### config.mk
export PLATFORM = sky130hd
export DESIGN_NAME = led_matrix_row_mask_scan_ctrl
export DESIGN_NICKNAME = d
export VERILOG_FILES = /design/src/hw/led_scan_pkg.sv /design/src/hw/col_scan_counter.sv /design/src/hw/led_matrix_row_mask_scan_ctrl.sv
export SDC_FILE = /design/constraint.sdc
export NUM_CORES = 1
export LEC_CHECK = 0
export ABC_CLOCK_PERIOD_IN_PS = 1900
export BUFFER_PORTS_ARGS = -buffer_cell sky130_fd_sc_hd__clkbuf_2
export CAP_MARGIN = 20
export CORE_ASPECT_RATIO = 0.7
export CORE_MARGIN = 2
export CORE_UTILIZATION = 40
export DETAILED_ROUTE_END_ITERATION = 7
export HOLD_SLACK_MARGIN = 0.02
export PLACE_DENSITY = 0.64
export SYNTH_ARGS = -nofsm -noshare
export SYNTH_HDL_FRONTEND = slang
export SYNTH_HIERARCHICAL = 1
export SYNTH_SLANG_ARGS = --single-unit
### constraint.sdc
create_clock -name clk_sys_i -period 1.9 [get_ports clk_sys_i]
set_clock_uncertainty 0.2 [all_clocks]
set_input_delay 0.095 -clock clk_sys_i [delete_from_list [all_inputs] [get_ports clk_sys_i]]
set_output_delay 0.095 -clock clk_sys_i [all_outputs]
set_load 0.01 [all_outputs]
### src/hw/led_scan_pkg.sv
package led_scan_pkg;

	// Register byte addresses
	localparam logic [7:0] ADDR_CONST_FORCE_LOW  = 8'h77;
	localparam logic [7:0] ADDR_CONST_FORCE_HIGH = 8'h78;
	localparam logic [7:0] ADDR_ROW_MASK_LOW     = 8'h79;
	localparam logic [7:0] ADDR_ROW_MASK_HIGH    = 8'h7A;
	localparam logic [7:0] ADDR_COL_SCAN_COUNT   = 8'h7E;

	// Reset values
	localparam logic [7:0] RST_CONST_FORCE_LOW  = 8'h00;
	localparam logic [4:0] RST_CONST_FORCE_HIGH = 5'h00;
	localparam logic [7:0] RST_ROW_MASK_LOW     = 8'h00;
	localparam logic [3:0] RST_ROW_MASK_HIGH    = 4'h0;
	localparam logic       RST_ROW_MASK_LEVEL   = 1'b0;
	localparam logic [3:0] RST_COL_SCAN_COUNT   = 4'hB;

	// Field positions and widths
	localparam int ROW_MASK_HIGH_LSB   = 0;
	localparam int ROW_MASK_HIGH_W     = 4;
	localparam int ROW_MASK_LEVEL_POS  = 4;
	localparam int CONST_FORCE_HIGH_W  = 5;
	localparam int COL_SCAN_LSB        = 0;
	localparam int COL_SCAN_W          = 4;

	// Matrix geometry
	localparam int NUM_ROWS  = 12;
	localparam int NUM_LINES = 13;
	localparam logic [3:0] COL_LAST_ALL = 4'hB;

	// Register access strobe with its address and data
	typedef struct packed {
		logic       wr;
		logic       rd;
		logic [7:0] addr;
		logic [7:0] wdata;
	} reg_req_s;

endpackage

### src/hw/col_scan_counter.sv
module col_scan_counter
	import led_scan_pkg::*;
#(
	parameter int COL_W = 4
) (
	input  wire logic             clk_sys_i,
	input  wire logic             rst_n_i,
	input  wire logic             scan_tick_i,
	input  wire logic [COL_W-1:0] last_col_i,
	output logic      [COL_W-1:0] col_idx_o
);

	logic [COL_W-1:0] col_idx;
	logic [COL_W-1:0] next_col_idx;

	if (COL_W < 4) begin : g_bad_width
		$error("col_scan_counter needs at least four bits");
	end

	// Wraps after the last enabled column; a shortened limit wraps on the next scan tick
	always_comb begin
		next_col_idx = col_idx;
		if (scan_tick_i) begin
			if (col_idx >= last_col_i)
				next_col_idx = '0;
			else
				next_col_idx = col_idx + COL_W'(1);
		end
	end

	always_ff @(posedge clk_sys_i) begin
		if (!rst_n_i)
			col_idx <= '0;
		else
			col_idx <= next_col_idx;
	end

	assign col_idx_o = col_idx;

	col_wrap_a: assert property (@(posedge clk_sys_i) disable iff (!rst_n_i)
		scan_tick_i && col_idx >= last_col_i |=> col_idx == '0)
		else $error("column counter did not wrap after last column");

endmodule

### src/hw/led_matrix_row_mask_scan_ctrl.sv
module led_matrix_row_mask_scan_ctrl
	import led_scan_pkg::*;
(
	input  wire logic                          clk_sys_i,
	input  wire logic                          rst_n_i,
	input  wire led_scan_pkg::reg_req_s        reg_req_i,
	input  wire logic                          scan_tick_i,
	input  wire logic                          scroll_active_i,
	input  wire logic                          detect_en_i,
	input  wire logic [led_scan_pkg::NUM_ROWS-1:0]  matrix_row_ctrl_i,
	output logic      [7:0]                    reg_rdata_o,
	output logic                               reg_rvalid_o,
	output logic      [led_scan_pkg::NUM_ROWS-1:0]  row_switch_control_o,
	output logic      [led_scan_pkg::NUM_LINES-1:0] line_const_mode_o,
	output logic      [3:0]                    col_idx_o
);

	import led_scan_pkg::*;

	// Register state
	logic [7:0]                    const_force_low;
	logic [CONST_FORCE_HIGH_W-1:0] const_force_high;
	logic [7:0]                    row_mask_low_rows;
	logic [ROW_MASK_HIGH_W-1:0]    row_mask_high_rows;
	logic                          row_mask_level;
	logic [COL_SCAN_W-1:0]         column_scan_count;

	logic [7:0]                    next_const_force_low;
	logic [CONST_FORCE_HIGH_W-1:0] next_const_force_high;
	logic [7:0]                    next_row_mask_low_rows;
	logic [ROW_MASK_HIGH_W-1:0]    next_row_mask_high_rows;
	logic                          next_row_mask_level;
	logic [COL_SCAN_W-1:0]         next_column_scan_count;

	// Read path state
	logic [7:0] reg_rdata;
	logic       reg_rvalid;
	logic [7:0] next_reg_rdata;
	logic       next_reg_rvalid;

	// Output stage state
	logic [NUM_ROWS-1:0]  row_switch_control;
	logic [NUM_ROWS-1:0]  next_row_switch_control;
	logic [NUM_LINES-1:0] line_const_mode;
	logic [NUM_LINES-1:0] next_line_const_mode;
	logic [3:0]           last_col;
	logic [3:0]           next_last_col;

	logic [NUM_ROWS-1:0]  row_mask_enable;
	logic [NUM_LINES-1:0] const_force;
	logic [3:0]           col_idx;

	if (NUM_ROWS != 12 || NUM_LINES != 13) begin : g_bad_geometry
		$error("row mask logic is laid out for twelve rows and thirteen lines");
	end

	assign row_mask_enable = {row_mask_high_rows, row_mask_low_rows};
	assign const_force     = {const_force_high, const_force_low};

	// Register writes
	always_comb begin
		next_const_force_low    = const_force_low;
		next_const_force_high   = const_force_high;
		next_row_mask_low_rows  = row_mask_low_rows;
		next_row_mask_high_rows = row_mask_high_rows;
		next_row_mask_level     = row_mask_level;
		next_column_scan_count  = column_scan_count;
		if (reg_req_i.wr) begin
			case (reg_req_i.addr)
				ADDR_CONST_FORCE_LOW: begin
					next_const_force_low = reg_req_i.wdata;
				end
				ADDR_CONST_FORCE_HIGH: begin
					next_const_force_high = reg_req_i.wdata[CONST_FORCE_HIGH_W-1:0];
				end
				ADDR_ROW_MASK_LOW: begin
					next_row_mask_low_rows = reg_req_i.wdata;
				end
				ADDR_ROW_MASK_HIGH: begin
					next_row_mask_high_rows =
						reg_req_i.wdata[ROW_MASK_HIGH_LSB +: ROW_MASK_HIGH_W];
					next_row_mask_level = reg_req_i.wdata[ROW_MASK_LEVEL_POS];
				end
				ADDR_COL_SCAN_COUNT: begin
					next_column_scan_count = reg_req_i.wdata[COL_SCAN_LSB +: COL_SCAN_W];
				end
				default: begin
					next_column_scan_count = column_scan_count;
				end
			endcase
		end
	end

	always_ff @(posedge clk_sys_i) begin
		if (!rst_n_i) begin
			const_force_low    <= RST_CONST_FORCE_LOW;
			const_force_high   <= RST_CONST_FORCE_HIGH;
			row_mask_low_rows  <= RST_ROW_MASK_LOW;
			row_mask_high_rows <= RST_ROW_MASK_HIGH;
			row_mask_level     <= RST_ROW_MASK_LEVEL;
			column_scan_count  <= RST_COL_SCAN_COUNT;
		end else begin
			const_force_low    <= next_const_force_low;
			const_force_high   <= next_const_force_high;
			row_mask_low_rows  <= next_row_mask_low_rows;
			row_mask_high_rows <= next_row_mask_high_rows;
			row_mask_level     <= next_row_mask_level;
			column_scan_count  <= next_column_scan_count;
		end
	end

	// Register reads; reserved bits and unmapped addresses return zero
	always_comb begin
		next_reg_rvalid = reg_req_i.rd;
		next_reg_rdata  = 8'h00;
		if (reg_req_i.rd) begin
			case (reg_req_i.addr)
				ADDR_CONST_FORCE_LOW:  next_reg_rdata = const_force_low;
				ADDR_CONST_FORCE_HIGH: next_reg_rdata = {3'h0, const_force_high};
				ADDR_ROW_MASK_LOW:     next_reg_rdata = row_mask_low_rows;
				ADDR_ROW_MASK_HIGH:    next_reg_rdata = {3'h0, row_mask_level,
					row_mask_high_rows};
				ADDR_COL_SCAN_COUNT:   next_reg_rdata = {4'h0, column_scan_count};
				default:               next_reg_rdata = 8'h00;
			endcase
		end
	end

	always_ff @(posedge clk_sys_i) begin
		if (!rst_n_i) begin
			reg_rdata  <= 8'h00;
			reg_rvalid <= 1'b0;
		end else begin
			reg_rdata  <= next_reg_rdata;
			reg_rvalid <= next_reg_rvalid;
		end
	end

	// Effective last column
	always_comb begin
		if (scroll_active_i || detect_en_i)
			next_last_col = COL_LAST_ALL;
		else if (column_scan_count >= COL_LAST_ALL)
			next_last_col = COL_LAST_ALL;
		else
			next_last_col = column_scan_count;
	end

	// Row output stage; constant force on a line cancels its mask
	always_comb begin
		next_line_const_mode = const_force;
		for (int i = 0; i < NUM_ROWS; i++) begin
			if (row_mask_enable[i] && !const_force[i])
				next_row_switch_control[i] = row_mask_level;
			else
				next_row_switch_control[i] = matrix_row_ctrl_i[i];
		end
	end

	always_ff @(posedge clk_sys_i) begin
		if (!rst_n_i) begin
			row_switch_control <= '0;
			line_const_mode    <= '0;
			last_col           <= COL_LAST_ALL;
		end else begin
			row_switch_control <= next_row_switch_control;
			line_const_mode    <= next_line_const_mode;
			last_col           <= next_last_col;
		end
	end

	// Counter sees only the scan limit, never the mask bits
	col_scan_counter #(
		.COL_W(4)
	) u_col_scan (
		.clk_sys_i  (clk_sys_i),
		.rst_n_i    (rst_n_i),
		.scan_tick_i(scan_tick_i),
		.last_col_i (last_col),
		.col_idx_o  (col_idx)
	);

	assign reg_rdata_o          = reg_rdata;
	assign reg_rvalid_o         = reg_rvalid;
	assign row_switch_control_o = row_switch_control;
	assign line_const_mode_o    = line_const_mode;
	assign col_idx_o            = col_idx;

	mask_low_rows_a: assert property (@(posedge clk_sys_i) disable iff (!rst_n_i)
		reg_req_i.wr && reg_req_i.addr == ADDR_ROW_MASK_LOW
		|=> row_mask_low_rows == $past(reg_req_i.wdata))
		else $error("low row mask write not stored");

	mask_high_rows_a: assert property (@(posedge clk_sys_i) disable iff (!rst_n_i)
		reg_req_i.wr && reg_req_i.addr == ADDR_ROW_MASK_HIGH
		|=> row_mask_high_rows == $past(reg_req_i.wdata[3:0]))
		else $error("high row mask write not stored");

	masked_row_level_a: assert property (@(posedge clk_sys_i) disable iff (!rst_n_i)
		row_mask_enable[0] && !const_force[0]
		|=> row_switch_control[0] == $past(row_mask_level))
		else $error("masked row not held at mask level");

	mask_low_drive_a: assert property (@(posedge clk_sys_i) disable iff (!rst_n_i)
		row_mask_enable[11] && !const_force[11] && !row_mask_level
		|=> !row_switch_control[11])
		else $error("masked row not driven low");

	mask_high_drive_a: assert property (@(posedge clk_sys_i) disable iff (!rst_n_i)
		row_mask_enable[5] && !const_force[5] && row_mask_level
		|=> row_switch_control[5])
		else $error("masked row not driven high");

	const_precedence_a: assert property (@(posedge clk_sys_i) disable iff (!rst_n_i)
		const_force[3] |=> row_switch_control[3] == $past(matrix_row_ctrl_i[3])
			&& line_const_mode[3])
		else $error("constant force did not override row mask");

	scan_limit_a: assert property (@(posedge clk_sys_i) disable iff (!rst_n_i)
		!scroll_active_i && !detect_en_i && column_scan_count < COL_LAST_ALL
		|=> last_col == $past(column_scan_count))
		else $error("scan limit does not follow the field");

	scan_all_a: assert property (@(posedge clk_sys_i) disable iff (!rst_n_i)
		column_scan_count >= COL_LAST_ALL |=> last_col == COL_LAST_ALL)
		else $error("out of range field did not scan all columns");

	scroll_all_a: assert property (@(posedge clk_sys_i) disable iff (!rst_n_i)
		scroll_active_i || detect_en_i |=> last_col == COL_LAST_ALL)
		else $error("scroll or detect did not force all columns");

	col_bound_a: assert property (@(posedge clk_sys_i) disable iff (!rst_n_i)
		scan_tick_i |=> col_idx <= $past(last_col))
		else $error("column index passed the scan limit");

	scan_step_a: assert property (@(posedge clk_sys_i) disable iff (!rst_n_i)
		scan_tick_i && col_idx < last_col
		|=> col_idx == $past(col_idx) + 4'h1)
		else $error("column index did not advance by one");

	col_hold_a: assert property (@(posedge clk_sys_i) disable iff (!rst_n_i)
		!scan_tick_i |=> $stable(col_idx))
		else $error("column index moved without a scan tick");

	scan_field_a: assert property (@(posedge clk_sys_i) disable iff (!rst_n_i)
		reg_req_i.wr && reg_req_i.addr == ADDR_COL_SCAN_COUNT
		|=> column_scan_count == $past(reg_req_i.wdata[COL_SCAN_LSB +: COL_SCAN_W]))
		else $error("scan field write not stored");

	level_store_a: assert property (@(posedge clk_sys_i) disable iff (!rst_n_i)
		reg_req_i.wr && reg_req_i.addr == ADDR_ROW_MASK_HIGH
		|=> row_mask_level == $past(reg_req_i.wdata[ROW_MASK_LEVEL_POS]))
		else $error("mask level write not stored");

	line_mode_a: assert property (@(posedge clk_sys_i) disable iff (!rst_n_i)
		1'b1 |=> line_const_mode == $past(const_force))
		else $error("line mode does not follow the force bits");

	// Register port answers
	read_answer_a: assert property (@(posedge clk_sys_i) disable iff (!rst_n_i)
		reg_req_i.rd |=> reg_rvalid)
		else $error("read not answered in the next cycle");

	read_idle_a: assert property (@(posedge clk_sys_i) disable iff (!rst_n_i)
		!reg_req_i.rd |=> !reg_rvalid && reg_rdata == 8'h00)
		else $error("read data shown without a read");

	scan_read_a: assert property (@(posedge clk_sys_i) disable iff (!rst_n_i)
		reg_req_i.rd && reg_req_i.addr == ADDR_COL_SCAN_COUNT
		|=> reg_rdata == {4'h0, $past(column_scan_count)})
		else $error("scan field read back wrong");

	high_read_a: assert property (@(posedge clk_sys_i) disable iff (!rst_n_i)
		reg_req_i.rd && reg_req_i.addr == ADDR_ROW_MASK_HIGH
		|=> reg_rdata == {3'h0, $past(row_mask_level), $past(row_mask_high_rows)})
		else $error("high row mask read back wrong");

	// Every row, not only the sampled ones
	for (genvar r = 0; r < NUM_ROWS; r++) begin : g_row_chk
		row_mask_hold_a: assert property (@(posedge clk_sys_i) disable iff (!rst_n_i)
			row_mask_enable[r] && !const_force[r]
			|=> row_switch_control[r] == $past(row_mask_level))
			else $error("row under mask left the mask level");

		row_pass_a: assert property (@(posedge clk_sys_i) disable iff (!rst_n_i)
			!row_mask_enable[r] || const_force[r]
			|=> row_switch_control[r] == $past(matrix_row_ctrl_i[r]))
			else $error("unmasked row did not follow the scan logic");
	end

endmodule

# Word-level counts from Yosys, hierarchy flattened
# Index checks and enable logic that the tools add are counted.
# op_classes
add_sub_neg	1
n_lt_le_gt_ge	2
eq_ne	5
muxes	14
bitwise_logic	1
reduce_logical	32
# op_table
op	n
== test 8 x 7 -> 1 bit, second input constant	5
one-hot mux 8 bit (5 select lines)	1
logical AND 1 bit	12
logical NOT 1 bit	12
two-way mux 1 bit	12
AND reduction 2 bit	6
adder 4 x 1 -> 4 bit, second input constant	1
greater-or-equal comparator 4 bit	1
greater-or-equal comparator 4 bit, second input constant	1
two-way mux 4 bit	1
OR reduction 3 bit	1
logical OR 1 bit	1
inverter 1 bit	1
# totals
ff_bits	72
input_bits	35
output_inout_bits	38

# Logic depth before layout (Yosys ltp)
# depth
depth_word	3
depth_mapped	7

# Modules after synthesis
# Netlist, hierarchy kept.
# modules_own_cells
module	n_inst	cells_each	area_per_inst_um2	seq_area_each_um2
led_matrix_row_mask_scan_ctrl	1	250	2688.8	1361.3
col_scan_counter	1	34	314.1	80.1

# Worst setup path before layout
# Ideal clock, no wire load.
# synth_timing
path_kind	register to register
startpoint	register u_col_scan.col_idx[0], in the netlist u_col_scan/col_idx_o[0]
endpoint	register u_col_scan.col_idx[1], in the netlist u_col_scan/col_idx_o[1]
setup_ps	70
t_arrival_ps	1562
t_required_ps	1630
path_slack_ps	68
path_stages_with_launch	7
path_buffers	0
cell_sequence	dfxtp_1 > inv_1 > ha_1 > nand2b_4 > a2111oi_4 > o211ai_1 > a21boi_1
# synth_between
elab_chain_len	2
elab_cells_between_ends	3
classes_between	add/sub (1); order compare (1); mux (1)
# synth_rtl
element	line	text
start, declared	col_scan_counter.sv:13	logic [COL_W-1:0] col_idx;
start signal, assigned	col_scan_counter.sv:35	col_idx <= next_col_idx;
adder 4 x 1 -> 4 bit or greater-or-equal comparator 4 bit (tied branches)	col_scan_counter.sv:27, col_scan_counter.sv:24	
two-way mux 4 bit (*)	col_scan_counter.sv:24	if (col_idx >= last_col_i)
# Every way passes the cells marked *; elsewhere a longest branch is shown, timed or not.
# A chain may end at the register's enable or synchronous reset.

# Worst setup path in the final report
# layout_timing
startpoint	register u_col_scan.col_idx[0], in the netlist u_col_scan/col_idx_o[0]
endpoint	register u_col_scan.col_idx[2], in the netlist u_col_scan/col_idx_o[2]
# The elaborated chain is that of the path after synthesis.

==> metrics <==
Worst Path Max Fanout=4; H-tree depth=3; worst-case clock buffer depth=2; Area contributors post-synth=dfxtp_1 (48%), mux2i_1 (15%), nor2b_1 (8.3%); share of the synthesized area in the top cell type=0.480; Req. time, crit path=1.98 ns; Worst Max-Slew Pin Slew=0.495 ns; vias in the first global route=roughly 2200; length of routed wiring on met1=3.26 mm; first-pass GRT wire length=about 11 mm; reg-to-reg critical path endpoint=u_col_scan/col_idx_o[2]; Post-Synthesis Cell Area=between 0.003 and 0.004 mm2; post-route ant nets=0; total CTS buffers=9; Hold Worst Slack=0.134 ns; initial detailed-routing violation count=74; vias post-DR=about 2300; max-slew violations=0; IO Port Bufs=72; CP arrival=1.85 ns; status=finished, final reports clean; DP HPWL=4.64 mm; width of the die=108 um; routed length per placed instance=14.0 um; initial antenna violation count=0; grt ovf=0; Crit Path Class=reg2reg; Layout area overhead=31.4%; Tmin final=approximately 1.8 ns; die area=roughly 0.0082 mm2; gpl congestion=0.767; RSZ-0062 raised after global routing=no; CP bufs+invs=1; crit path capture type=flip-flop; IO Count=73; nets=427; hold depth=4; Top delay family on crit path=compound AO/OA/AOI/OAI gates; register area=approximately 0.0014 mm2; register area share after synthesis=0.480; worst path cell trace=inv_1 -> ha_1 -> nand2b_4 -> a2111oi_4 -> o22ai_1 -> a21boi_1; post-synth top area cell=dfxtp_1; clock sinks=72; CTS tree=built; reg2reg path depth=6; met3 wire len=430 um; Final Hold Fails=0; origin of the critical flop-to-flop path=u_col_scan/col_idx_o[0]; number of antenna diodes=0; die height=76.5 um; # DRC=0; WL met2=around 3.1 mm; Post-Synthesis Cells=284; Static Leak=0.00190 uW; Synth cell types=39; row count=26; Worst Setup Start Kind=flip-flop; MaxCap Viol Count=0; Max Used Layer=met4; pin count of the biggest net entering global routing=62; TritonRoute pass-1 iters=5; Seq cells post-synth=72; share of cells above drive strength 1=0.265; worst hold path type=in2reg; Vias/cell=around 4.8; most frequent cells in the layout=dfxtp_1 (72), clkbuf_2 (72), mux2i_1 (44), nor2b_1 (40), dlygate4sd3_1 (26); clock latency on the worst-skew pair=0.35 ns; synth warn=6; PnR worst setup slack=0.123 ns; Final TNS setup=0 ns; Multi-input gate area=0.00146 mm2; worst-case hold path end point=reg_rdata_o[4]; CP peak stage delay=~0.37 ns; final setup fails=0; pwr dens=between 700 and 800 mW/mm2; Max IR drop VDD=slightly below 0.0005 V; period utilization=0.935; Root Driver=clkbuf_8; FF-to-FF setup slack=0.12 ns; CP max-delay cell=a2111oi_4; # resized after CTS=0; Total Routing Usage GR=0.175; Slew HR=0.670; post-place setup slack=0.107 ns; Max Freq=563 MHz; DRT Wirelength=6.87 mm; clock-pin slew on the worst setup and hold paths=0.07 ns; Hold Path Origin=reg_req_i[9]; core area=0.00729 mm2; Syn Nets=324; initial core utilization=0.412; fillers=~700; syn avg cell area=10.6 um2
## synthesized netlist by cell type (all sizes together)
cell type  number
o211ai          2
xnor2           1
nand4           5
a21oi           1
mux2i          44
nand3           8
nand3b          1
nor2           14
ha              5
nand2           8
or2             2
clkbuf          8
o21a            1
buf             6
o2bb2ai         5
a21boi          4
a211o           1
and4b           1
and3            3
inv             5
a2111oi         1
nor3b           1
a222oi          4
o22ai           1
nor2b          41
nand4b          1
a22oi           4
dfxtp          72
nand2b         16
and2b           1
and2           17
## power by group
| group | internal [uW] | total, uW | switching (uW) |
|---|---|---|---|
| logic | 123 | 228 | 105 |
| registers | 1530 | 1540 | 7.93 |
| clock network | 773 | 1320 | 552 |
## final cells by class
type / count / area share
clock buffers: 11 / 0.0358
clock inverters: 5 / 0.0203
inverters: 5 / 0.00476
multi-input cells: 193 / 0.370
flip-flops and latches: 72 / 0.365
well taps: 98 / 0.0311
repair buffers: 106 / 0.172
## what timing repair did
item                                    CTS  global route
setup buffers                             0             0
endpoints found under the hold margin    51             0
hold buffers                             26             0
endpoints found under the setup margin    0             2
## state kept, by name, summed over array words and instances, names as in the netlist, 5 cells and up
register              cells
line_const_mode_o        13
row_switch_control_o     12
const_force_low           8
reg_rdata_o               8
row_mask_low_rows         8
const_force_high          5
## worst register-to-register path, delay by kind of cell (launching register included)
family                   cells  cell delay, ns
AO/OA/AOI/OAI                3            0.70
buffers and inverters        1            0.06
AND/OR/NAND/NOR              1            0.14
adder cells (fa/ha/maj)      1            0.28
flip-flops                   1            0.33
## worst max path at each step
stage                                        from  depth (start not counted)                      end  slack, ns
final                     u_col_scan/col_idx_o[0]                          6  u_col_scan/col_idx_o[2]       0.12
after global routing      u_col_scan/col_idx_o[0]                          6  u_col_scan/col_idx_o[1]       0.03
after CTS                 u_col_scan/col_idx_o[0]                          6  u_col_scan/col_idx_o[2]       0.09
after detailed placement  u_col_scan/col_idx_o[0]                          6  u_col_scan/col_idx_o[2]       0.11
after global placement    u_col_scan/col_idx_o[0]                          6  u_col_scan/col_idx_o[1]       0.14
after floorplan           u_col_scan/col_idx_o[0]                          6  u_col_scan/col_idx_o[1]       0.07
## kinds of logic after synthesis
logic type | Yosys count | share of synthesized area
AOI/OAI and AO/OA | 24 | 0.0713
adders and majority gates | 5 | 0.0208
xor gates and xnor gates | 1 | 0.00292
buffers and inverters | 19 | 0.0333
muxes | 44 | 0.147
DFF | 72 | 0.480
and+or+nand+nor | 119 | 0.245
## through the flow
step           area, um2  cells  utilization  total power, uW
3_3_place_gp        3460    448        0.475             1750
3_5_place_dp        3460    448        0.475             1760
4_1_cts             3950    490        0.542             3140
6_report            3950    490        0.542             3090
2_1_floorplan       3000    284            -             1680
5_1_grt             3950    490        0.542             3220
## routing by layer
metal,vias up,global-route usage
met2,63,0.258
met5,-,0
li1,1177,-
met3,10,0.0565
met4,0,0.0628
met1,1082,0.237
Note: power is estimated with default switching activity, not from simulation.
